[config.mk]
export PLATFORM = sky130hd
export DESIGN_NAME = mcs_top
export DESIGN_NICKNAME = d
export VERILOG_FILES = /design/src/rtl/mcs_pkg.sv /design/src/rtl/mcs_carrier_cond.sv /design/src/rtl/mcs_top.sv
export VERILOG_INCLUDE_DIRS = /design/src /design/src/rtl
export SDC_FILE = /design/constraint.sdc
export NUM_CORES = 1
export LEC_CHECK = 0
export ABC_AREA = 1
export BUFFER_PORTS_ARGS = -buffer_cell sky130_fd_sc_hd__buf_2
export CORE_MARGIN = 5
export CORE_UTILIZATION = 49
export CTS_BUF_LIST = sky130_fd_sc_hd__clkbuf_4 sky130_fd_sc_hd__clkbuf_8
export DETAILED_ROUTE_END_ITERATION = 7
export HOLD_SLACK_MARGIN = 0.06
export PLACE_DENSITY = 0.87
export SYNTH_ARGS = -nofsm -noshare
export SYNTH_HDL_FRONTEND = slang
export SYNTH_SLANG_ARGS = --single-unit
[constraint.sdc]
create_clock -name clock -period 2.4 [get_ports clock]
set_input_delay 0.12 -clock clock [delete_from_list [all_inputs] [get_ports clock]]
set_output_delay 0.12 -clock clock [all_outputs]
set_load 0.02 [all_outputs]
[src/rtl/mcs_params.svh]
// offsets, field positions, codes and reset values of the carrier select block
// Overview of operation
// high select 0-3: low, pin one, two, clock
// codes 4-7 route pwm units, pwm mode only
// codes 8-15 connect no source
// low select decodes like high select
// high invert bit flips high carrier
// low invert bit flips low carrier
// high sync waits high falling edge
// no high sync switches to low at once
// low sync waits low falling edge
// no low sync switches to high at once
// high release bit frees source pin drive
// low release bit frees source pin drive
// bit 4 reads zero, ignores writes; the code leaves it unknown from power up until the first write
// carrier bits unknown at power, kept on reset
// modulator one uses high, zero uses low
// enable clear means no output; reset clears
// output follows chosen conditioned carrier, with holds
`ifndef MCS_PARAMS_SVH
`define MCS_PARAMS_SVH
// register byte offsets
`define MCS_OFF_HCAR    32'h0000_0000
`define MCS_OFF_LCAR    32'h0000_0004
`define MCS_OFF_CTRL    32'h0000_0008
`define MCS_OFF_SRC     32'h0000_000c
// write masks and reset value
`define MCS_CAR_MASK    8'hef
`define MCS_SRC_MASK    8'h8f
`define MCS_CTRL_WMASK  8'hf1
`define MCS_CTRL_RST    8'h20
// carrier register fields
`define MCS_BIT_RELEASE 7
`define MCS_BIT_INVERT  6
`define MCS_BIT_SYNC    5
`define MCS_BIT_ZERO    4
`define MCS_SEL_RSV     3
// modulator control fields
`define MCS_CTRL_EN     7
`define MCS_CTRL_OE     6
`define MCS_CTRL_SLR    5
`define MCS_CTRL_OPOL   4
`define MCS_CTRL_OUT    3
`define MCS_CTRL_SOFT   0
// carrier source codes
`define MCS_CODE_LOW    3'h0
`define MCS_CODE_PIN1   3'h1
`define MCS_CODE_PIN2   3'h2
`define MCS_CODE_REFCLK 3'h3
`define MCS_CODE_PWM1   3'h4
`define MCS_PWM_N       4
// modulator source codes
`define MCS_MSRC_SOFT   4'h0
`define MCS_MSRC_PIN    4'h1
`define MCS_MSRC_PWM1   4'h2
`define MCS_MSRC_EXT0   4'h6
`define MCS_MSRC_EXT_N  5
// carrier indices
`define MCS_HIGH        0
`define MCS_LOW         1
// bus answers
`define MCS_RESP_OKAY   2'h0
`define MCS_RESP_DECERR 2'h3
`endif

[src/rtl/mcs_pkg.sv]
// types and shared decode of the carrier select block
package mcs_pkg;
    // which carrier currently feeds the mixer, one-hot
    typedef enum logic [1:0] {
        MCS_ST_HIGH = 2'b01,
        MCS_ST_LOW  = 2'b10
    } mcs_state_t;

    // one-hot decode of a 4-bit source code
    function automatic logic [15:0] mcs_onehot(input logic [3:0] code);
        mcs_onehot = 16'h0001 << code;
    endfunction : mcs_onehot
endpackage : mcs_pkg

[src/rtl/mcs_carrier_cond.sv]
// one carrier path: source pick, inversion and source pin release
`include "mcs_params.svh"
module mcs_carrier_cond
    import mcs_pkg::*;
(
    // configuration
    input  wire logic [7:0] ctrl,
    // candidate sources, bit 0 is the constant low
    input  wire logic [7:0] sources,
    // selected source before and after inversion
    output logic            raw,
    output logic            cond,
    // per-code release of the source peripheral pin
    output logic [7:0]      release_vec
);
    logic [15:0] code_hot;  // decoded select field

    assign code_hot = mcs_onehot(ctrl[3:0]);

    // reserved codes leave the path low; bit 0 of sources is tied low
    always_comb begin
        raw = 1'b0;
        if (!ctrl[`MCS_SEL_RSV]) begin
            raw = sources[ctrl[2:0]];
        end else begin
            raw = 1'b0;
        end
    end

    // inversion ahead of the mixer
    assign cond = raw ^ ctrl[`MCS_BIT_INVERT];

    // release only reaches a real channel, never a reserved code
    assign release_vec = ctrl[`MCS_BIT_RELEASE] ? code_hot[7:0] : 8'h00;
endmodule : mcs_carrier_cond

[src/rtl/mcs_top.sv]
// carrier select and mixing stage with an axi4-lite register slave
//
// Implementation choices: the register addresses and the AXI4-Lite interface to the registers.
`include "mcs_params.svh"
module mcs_top
    import mcs_pkg::*;
(
    // clock and reset
    input  wire logic        clock,
    input  wire logic        reset_n,
    // axi4-lite write address
    input  wire logic [31:0] s_axi_awaddr,
    input  wire logic        s_axi_awvalid,
    output logic             s_axi_awready,
    // axi4-lite write data
    input  wire logic [31:0] s_axi_wdata,
    input  wire logic [3:0]  s_axi_wstrb,
    input  wire logic        s_axi_wvalid,
    output logic             s_axi_wready,
    // axi4-lite write response
    output logic [1:0]       s_axi_bresp,
    output logic             s_axi_bvalid,
    input  wire logic        s_axi_bready,
    // axi4-lite read address
    input  wire logic [31:0] s_axi_araddr,
    input  wire logic        s_axi_arvalid,
    output logic             s_axi_arready,
    // axi4-lite read data
    output logic [31:0]      s_axi_rdata,
    output logic [1:0]       s_axi_rresp,
    output logic             s_axi_rvalid,
    input  wire logic        s_axi_rready,
    // carrier sources
    input  wire logic        carrier_input_pin_one,
    input  wire logic        carrier_input_pin_two,
    input  wire logic        reference_clock_out,
    input  wire logic        pwm_unit_one_out,
    input  wire logic        pwm_unit_two_out,
    input  wire logic        pwm_unit_three_out,
    input  wire logic        pwm_unit_four_out,
    input  wire logic [3:0]  pwm_mode_active,
    // modulator sources
    input  wire logic        modulator_input_pin,
    input  wire logic [4:0]  mod_src_extra,
    // modulated output pin
    output logic             modulator_out,
    output logic             modulator_out_en,
    output logic             modulator_slew_limit,
    // source pin releases
    output logic [7:0]       carrier_src_pin_release,
    output logic [15:0]      mod_src_pin_release
);
    // register storage
    logic [7:0]  car_ctrl [0:1];     // high and low carrier control
    logic [7:0]  ctrl_reg;           // modulator control, writable bits
    logic [7:0]  src_reg;            // modulation source control
    // write channel bookkeeping
    logic        aw_held;            // address taken, waiting for data
    logic        w_held;             // data taken, waiting for address
    logic [31:0] aw_addr;            // captured write address
    logic [31:0] w_data;             // captured write data
    logic        w_lane0;            // byte lane 0 strobe of the write
    logic        wr_fire;            // both halves present, commit now
    // datapath
    logic [7:0]  car_src;            // candidate carrier sources
    logic [3:0]  pwm_gated;          // pwm outputs, only in pwm mode
    logic [1:0]  car_raw;            // selected carriers before invert
    logic [1:0]  car_cond;           // conditioned carriers
    logic [1:0]  cond_prev;          // conditioned carriers last cycle
    logic [1:0]  car_fall;           // falling edge on each carrier
    logic [7:0]  car_release [0:1];  // release vectors per carrier
    logic [15:0] msrc_vec;           // candidate modulator sources
    logic        mod_sig;            // selected modulator signal
    mcs_state_t  state;              // carrier in use
    mcs_state_t  next_state;         // carrier for the next cycle
    logic        next_out;           // next modulated output value
    logic        enable;             // modulator enable

    // true when a byte address hits a register word
    function automatic logic mcs_hit(input logic [31:0] addr, input logic [31:0] off);
        mcs_hit = ({addr[31:2], 2'b00} == off);
    endfunction : mcs_hit

    assign enable = ctrl_reg[`MCS_CTRL_EN];

    // write path

    // ready while that half is free and no response pends
    assign s_axi_awready = !aw_held && !s_axi_bvalid;
    assign s_axi_wready  = !w_held && !s_axi_bvalid;
    assign wr_fire       = aw_held && w_held && !s_axi_bvalid;

    // capture write address, either order with data
    always_ff @(posedge clock or negedge reset_n) begin
        if (!reset_n) begin
            aw_held <= 1'b0;
            aw_addr <= 32'h0000_0000;
        end else if (s_axi_awvalid && s_axi_awready) begin
            aw_held <= 1'b1;
            aw_addr <= s_axi_awaddr;
        end else if (wr_fire) begin
            aw_held <= 1'b0;
        end
    end

    // capture write data and its low strobe
    always_ff @(posedge clock or negedge reset_n) begin
        if (!reset_n) begin
            w_held  <= 1'b0;
            w_data  <= 32'h0000_0000;
            w_lane0 <= 1'b0;
        end else if (s_axi_wvalid && s_axi_wready) begin
            w_held  <= 1'b1;
            w_data  <= s_axi_wdata;
            w_lane0 <= s_axi_wstrb[0];
        end else if (wr_fire) begin
            w_held <= 1'b0;
        end
    end

    // response one cycle after both halves are held
    always_ff @(posedge clock or negedge reset_n) begin
        if (!reset_n) begin
            s_axi_bvalid <= 1'b0;
            s_axi_bresp  <= `MCS_RESP_OKAY;
        end else if (wr_fire) begin
            s_axi_bvalid <= 1'b1;
            // unmapped words answer decode error and store nothing
            if (mcs_hit(aw_addr, `MCS_OFF_HCAR) || mcs_hit(aw_addr, `MCS_OFF_LCAR) ||
                mcs_hit(aw_addr, `MCS_OFF_CTRL) || mcs_hit(aw_addr, `MCS_OFF_SRC)) begin
                s_axi_bresp <= `MCS_RESP_OKAY;
            end else begin
                s_axi_bresp <= `MCS_RESP_DECERR;
            end
        end else if (s_axi_bready) begin
            s_axi_bvalid <= 1'b0;
        end
    end

    // carrier registers have no reset: they power up unknown and
    // survive every reset, so software must load them before enabling
    always_ff @(posedge clock) begin
        for (int c = 0; c < 2; c++) begin
            if (wr_fire && w_lane0 && mcs_hit(aw_addr, c[0] ? `MCS_OFF_LCAR : `MCS_OFF_HCAR)) begin
                car_ctrl[c] <= w_data[7:0] & `MCS_CAR_MASK;
            end
        end
    end

    // modulation source register, also kept across reset
    always_ff @(posedge clock) begin
        if (wr_fire && w_lane0 && mcs_hit(aw_addr, `MCS_OFF_SRC)) begin
            src_reg <= w_data[7:0] & `MCS_SRC_MASK;
        end
    end

    // modulator control; reset disables the module
    always_ff @(posedge clock or negedge reset_n) begin
        if (!reset_n) begin
            ctrl_reg <= `MCS_CTRL_RST;
        end else if (wr_fire && w_lane0 && mcs_hit(aw_addr, `MCS_OFF_CTRL)) begin
            ctrl_reg <= w_data[7:0] & `MCS_CTRL_WMASK;
        end
    end

    // read path

    // one read at a time; new address only once data is gone
    assign s_axi_arready = !s_axi_rvalid;

    // read data one cycle after the address handshake
    always_ff @(posedge clock or negedge reset_n) begin
        if (!reset_n) begin
            s_axi_rvalid <= 1'b0;
            s_axi_rdata  <= 32'h0000_0000;
            s_axi_rresp  <= `MCS_RESP_OKAY;
        end else if (s_axi_arvalid && s_axi_arready) begin
            s_axi_rvalid <= 1'b1;
            s_axi_rresp  <= `MCS_RESP_OKAY;
            s_axi_rdata  <= 32'h0000_0000;
            if (mcs_hit(s_axi_araddr, `MCS_OFF_HCAR)) begin
                s_axi_rdata[7:0] <= car_ctrl[`MCS_HIGH];
            end else if (mcs_hit(s_axi_araddr, `MCS_OFF_LCAR)) begin
                s_axi_rdata[7:0] <= car_ctrl[`MCS_LOW];
            end else if (mcs_hit(s_axi_araddr, `MCS_OFF_CTRL)) begin
                // live output shows in the status bit
                s_axi_rdata[7:0] <= ctrl_reg | ({7'h00, modulator_out} << `MCS_CTRL_OUT);
            end else if (mcs_hit(s_axi_araddr, `MCS_OFF_SRC)) begin
                s_axi_rdata[7:0] <= src_reg;
            end else begin
                s_axi_rresp <= `MCS_RESP_DECERR;
            end
        end else if (s_axi_rready) begin
            s_axi_rvalid <= 1'b0;
        end
    end

    // carrier paths

    // a pwm output counts only while its unit runs in pwm mode
    assign pwm_gated = {pwm_unit_four_out, pwm_unit_three_out,
                        pwm_unit_two_out, pwm_unit_one_out} & pwm_mode_active;

    // candidate carriers in code order
    always_comb begin
        car_src = 8'h00;
        car_src[`MCS_CODE_LOW]    = 1'b0;
        car_src[`MCS_CODE_PIN1]   = carrier_input_pin_one;
        car_src[`MCS_CODE_PIN2]   = carrier_input_pin_two;
        car_src[`MCS_CODE_REFCLK] = reference_clock_out;
        car_src[`MCS_CODE_PWM1 +: `MCS_PWM_N] = pwm_gated;
    end

    // both carriers share one decoder structure
    for (genvar c = 0; c < 2; c++) begin : g_car
        mcs_carrier_cond u_cond (
            .ctrl        (car_ctrl[c]),
            .sources     (car_src),
            .raw         (car_raw[c]),
            .cond        (car_cond[c]),
            .release_vec (car_release[c])
        );
    end

    // a source pin is freed if either carrier asks for it
    assign carrier_src_pin_release = car_release[`MCS_HIGH] | car_release[`MCS_LOW];

    // modulator source

    // candidate modulator signals; unlisted codes stay low
    always_comb begin
        msrc_vec = 16'h0000;
        msrc_vec[`MCS_MSRC_SOFT] = ctrl_reg[`MCS_CTRL_SOFT];
        msrc_vec[`MCS_MSRC_PIN]  = modulator_input_pin;
        msrc_vec[`MCS_MSRC_PWM1 +: `MCS_PWM_N]   = pwm_gated;
        msrc_vec[`MCS_MSRC_EXT0 +: `MCS_MSRC_EXT_N] = mod_src_extra;
    end

    assign mod_sig = msrc_vec[src_reg[3:0]];

    // release of the modulator source pin
    assign mod_src_pin_release = src_reg[`MCS_BIT_RELEASE] ? mcs_onehot(src_reg[3:0]) : 16'h0000;

    // switching and mixing

    // edge detection needs last cycle's carriers
    always_ff @(posedge clock or negedge reset_n) begin
        if (!reset_n) begin
            cond_prev <= 2'b00;
        end else begin
            cond_prev <= car_cond;
        end
    end

    assign car_fall = cond_prev & ~car_cond;

    // switching decision; a synchronised carrier holds until it falls,
    // trading a short lag for whole carrier pulses
    always_comb begin
        next_state = state;
        unique case (state)
            MCS_ST_HIGH: begin
                if (!mod_sig && (!car_ctrl[`MCS_HIGH][`MCS_BIT_SYNC] ||
                                 car_fall[`MCS_HIGH])) begin
                    next_state = MCS_ST_LOW;
                end
            end
            MCS_ST_LOW: begin
                if (mod_sig && (!car_ctrl[`MCS_LOW][`MCS_BIT_SYNC] ||
                                car_fall[`MCS_LOW])) begin
                    next_state = MCS_ST_HIGH;
                end
            end
        endcase
        // idle: track the modulator so enabling starts clean
        if (!enable) begin
            next_state = mod_sig ? MCS_ST_HIGH : MCS_ST_LOW;
        end
    end

    // mixed value for the next cycle
    always_comb begin
        next_out = 1'b0;
        if (enable) begin
            next_out = ctrl_reg[`MCS_CTRL_OPOL] ^
                       ((next_state == MCS_ST_HIGH) ? car_cond[`MCS_HIGH]
                                                    : car_cond[`MCS_LOW]);
        end
    end

    // carrier state
    always_ff @(posedge clock or negedge reset_n) begin
        if (!reset_n) begin
            state <= MCS_ST_LOW;
        end else begin
            state <= next_state;
        end
    end

    // registered output; low while disabled
    always_ff @(posedge clock or negedge reset_n) begin
        if (!reset_n) begin
            modulator_out <= 1'b0;
        end else begin
            modulator_out <= next_out;
        end
    end

    // pin controls straight from the control register
    assign modulator_out_en     = enable && ctrl_reg[`MCS_CTRL_OE];
    assign modulator_slew_limit = ctrl_reg[`MCS_CTRL_SLR];
endmodule : mcs_top

==> Flow_metrics.wiki <==
{| class="wikitable"
! Metric !! Value
|-
| Status || completed
|-
| Ranking of synthesized cells by area || sky130_fd_sc_hd__dfrtp_1 (36%), sky130_fd_sc_hd__edfxtp_1 (14%), sky130_fd_sc_hd__nand2_1 (9.0%), sky130_fd_sc_hd__mux2_2 (7.5%), sky130_fd_sc_hd__nor2_1 (4.9%)
|-
| Min-delay worst type || in2async
|-
| Num CTS Buffers || 9
|-
| Cell Pwr Density || 763.2 nW/um2
|-
| Compound-gate portion of the synthesized area || 8.584%
|-
| Flop2flop setup slack || 0.31 ns
|-
| Layout Area Growth over Synthesis || 33.68%
|-
| Crit path capture type || flop
|-
| Largest registers in the final layout || aw_addr (30), car_ctrl (14)
|-
| Worst Path Max Fanout || 5
|-
| Final cycle utilization of the critical path || 87.21%
|-
| Non-filler instance count after layout || 761
|-
| Net count of the finished layout || 775
|-
| Maximum operating frequency || 0.4778 GHz
|-
| Detailed-route wire length || 11330 um
|-
| Count of final hold-check violations || 0
|-
| First-pass DRT Iterations || 5
|-
| Clock sink count || 82
|-
| Total via count in the routed design || 3842
|-
| Ant diodes || 0
|-
| Register clock-pin slew on the reported worst setup and hold paths || 0.09 ns
|-
| Slew Viols, Final || 0
|-
| Period minus WS final || 2.093 ns
|-
| Required time of the critical path || 2.47 ns
|-
| Met3 Use GR || 5.277%
|-
| Die footprint || 10520 um2
|-
| Floorplan core area || 8299 um2
|-
| Crit start category || flop
|-
| Clock tree root buffer cell || sky130_fd_sc_hd__clkbuf_8
|-
| Overall fraction of global-route tracks in use || 21.83%
|-
| Share of cell area taken by muxes after synthesis || 7.511%
|-
| Max-slew headroom at the worst pin || 65.20%
|-
| GR peak layer || met2
|-
| Die X-Extent || 102.6 um
|-
| Maximum number of buffers from clock root to sink || 2
|-
| Proportion of total power due to net switching || 28.86%
|-
| CTS tree || yes
|-
| Wire length per cell after detailed routing || 14.89 um
|-
| Via density || 5.049
|-
| Routability Congestion || 0.8997
|-
| Fill count || 653
|-
| Global-route wire length before repair || 17600 um
|-
| Synthesis-stage register bit count || 82
|-
| Pin count of the biggest net entering global routing || 58
|-
| Count of antenna-violating nets left after detailed routing || 0
|-
| Reg with most FFs || aw_addr
|-
| Final HPWL DP || 8349 um
|-
| Overall Power || 4283 uW
|-
| Master of the slowest instance on the critical path || sky130_fd_sc_hd__dfrtp_1
|-
| Setup repair after global routing missed its margin || false
|-
| Setup TNS after final layout || 0 ns
|-
| DRC errors left || 0
|-
| Post-Synth Simple-Gate Area || 23.01%
|-
| Commonest register cell after synthesis || sky130_fd_sc_hd__dfrtp_1
|-
| Arrival time reported for the critical path endpoint || 2.16 ns
|-
| Clock network power share || 28.4%
|-
| Initial Util || 50.58%
|-
| GRT met2 Usage || 40.12%
|-
| Net switching power || 1236 uW
|-
| Critical register-to-register path endpoint || src_reg[0]$_DFFE_PP_
|-
| Xor/xnor share of the synthesized area || 0%
|-
| Maximum cell stage delay along the critical path || 0.40 ns
|-
| Critical path destination || src_reg[0]$_DFFE_PP_
|-
| Core Rows || 33
|-
| Worst skew pair latency || 0.35 ns
|-
| Vertical die dimension || 102.6 um
|-
| Max-cap check violation count || 0
|-
| Leakage || 0.002784 uW
|-
| Final-layout worst hold slack || 0.1330 ns
|-
| Number of unique standard cell types used by synthesis || 36
|-
| IO Count || 192
|-
| Ys async rst share || 76.83%
|-
| FF-to-FF Start || aw_addr[27]$_DFFE_PN0P_
|-
| Vias in the first global route || 3848
|-
| Overflow left after global routing || 0
|-
| CP Class || reg2reg
|-
| Port Buffers || 136
|-
| Post-synth EDFFs || 19
|-
| Number of antenna violations at the first check in global routing || 0
|-
| Most used cell along the critical path || sky130_fd_sc_hd__nand2_1
|-
| Dominant combinational cell family by area after synthesis || simple AND/OR/NAND/NOR gates
|-
| Synthesis warning total || 0
|-
| Total area of multi-input combinational cells || 1740 um2
|-
| Post-synth design cell area || 4198 um2
|-
| Final worst clock skew || 0.01381 ns
|-
| Most numerous cell types in the synthesized netlist || sky130_fd_sc_hd__nand2_1 (101), sky130_fd_sc_hd__dfrtp_1 (61), sky130_fd_sc_hd__nor2_1 (55)
|-
| Sequential cell area in the final layout || 2150 um2
|-
| Top cell type's share of synthesized area || 36.36%
|-
| Chain of cells forming the critical path || nor4_1, nand2_1, nor4_4, o2111ai_1, o21ai_1, nand2_1, nor3_1, buf_4
|-
| Area leader, netlist || sky130_fd_sc_hd__dfrtp_1
|-
| Worst reg-to-reg path cell count || 8
|-
| Cells after DPL || 703
|-
| Power share of the combinational group || 23.5%
|-
| Maximum level of the CTS H-tree || 3
|-
| Fraction of final layout cells with drive strength greater than 1 || 33.08%
|-
| Syn_area_per_cell || 9.027 um2
|-
| Worst voltage drop across the vdd grid || 0.7378 mV
|-
| Top-count cell post-synth || sky130_fd_sc_hd__nand2_1
|-
| Number of design-rule violations left by the first detailed-router iteration || 142
|-
| Finished Core Util || 67.62%
|-
| Share of synthesized area occupied by flip-flops and latches || 51.21%
|-
| Cell-internal power || 3047 uW
|-
| Area share of fa/ha/maj cells after synthesis || 0%
|-
| Reg power frac || 48.0%
|-
| GR Layer Usage met1 || 23.74%
|-
| Tightest Pin Transition || 0.5207 ns
|-
| Launching element of the worst setup path || aw_addr[27]$_DFFE_PN0P_
|-
| Max reg flops || 30
|-
| Cells after Synth || 465
|-
| Setup-failing EPs final || 0
|}
-- placed cells by master (no fill, tap or decap), drive strengths merged, types with 2 or more instances in the layout --
cell type / synthesis / routed
o21ai: 23 / 23
dfstp: 2 / 2
dlygate4sd3: 0 / 42
mux2: 28 / 28
edfxtp: 19 / 19
inv: 48 / 48
or2: 3 / 3
a221oi: 3 / 3
nor2: 59 / 59
buf: 28 / 142
clkbuf: 4 / 10
nor4: 8 / 8
clkinvlp: 0 / 2
conb: 1 / 24
nand4: 6 / 6
a21oi: 20 / 20
nand2: 108 / 108
nor3: 9 / 9
dfrtp: 61 / 61
nand3: 19 / 19
bufinv: 0 / 3
o22ai: 10 / 10
-- layer usage --
layer	vias to the layer above	share of wire [%]
li1	1869	-
met1	1768	37
met2	175	51
met3	30	8.7
met4	0	3.3
met5	-	0
-- power by group through the flow --
stage	clock, uW	sequential [uW]	combinational (uW)
finish	1220	2060	1010
global route	1300	2100	1120
CTS	1250	2040	986
detailed placement	0	2070	931
global placement	0	2040	888
floorplan	0	2010	695
-- metrics by stage --
step / setup slack (ns) / instance area, um2
4_1_cts: 0.2406 / 5603
3_5_place_dp: 0.2692 / 4931
2_1_floorplan: 0.2966 / 4284
6_report: 0.3069 / 5612
3_3_place_gp: 0.3074 / 4931
5_1_grt: 0.08167 / 5612
-- area by class of cell --
cell class              count  share of cell area [%]
flip-flops and latches     82                   38.31
multi-input cells         326                   31.01
repair buffers            184                   20.65
inverters                  48                   3.211
clock buffers              10                   2.453
well taps                 105                   2.341
clock inverters             6                   2.029
-- repair_timing --
item | in CTS | in global routing
endpoints found under the hold margin | 102 | 0
endpoints found under the setup margin | 0 | 12
setup buffers | 0 | 0
hold buffers | 42 | 0
gates resized for setup | 0 | 1
-- worst max-delay path: cells and delay by family (launching register included) --
family                 cells  cell delay (ns)
and+or+nand+nor            5             0.93
DFF                        1             0.40
AOI/OAI and AO/OA          2             0.31
buffers and inverters      1             0.17
-- cell families after synthesis --
group	after synthesis
flip-flops	82
AO/OA/AOI/OAI	61
multiplexers	28
other	1
AND/OR/NAND/NOR	213
buffers and inverters	80
-- worst min-delay path by stage --
stage / from / to / cells past startpoint
after global routing: reset_n / aw_addr[29]$_DFFE_PN0P_ / 2
final: reset_n / aw_addr[27]$_DFFE_PN0P_ / 2
after floorplan: reset_n / aw_addr[10]$_DFFE_PN0P_ / 0
after CTS: reset_n / aw_addr[28]$_DFFE_PN0P_ / 2
after global placement: reset_n / aw_addr[28]$_DFFE_PN0P_ / 1
after detailed placement: reset_n / aw_addr[28]$_DFFE_PN0P_ / 1
Note: power is estimated with default switching activity, not from simulation.
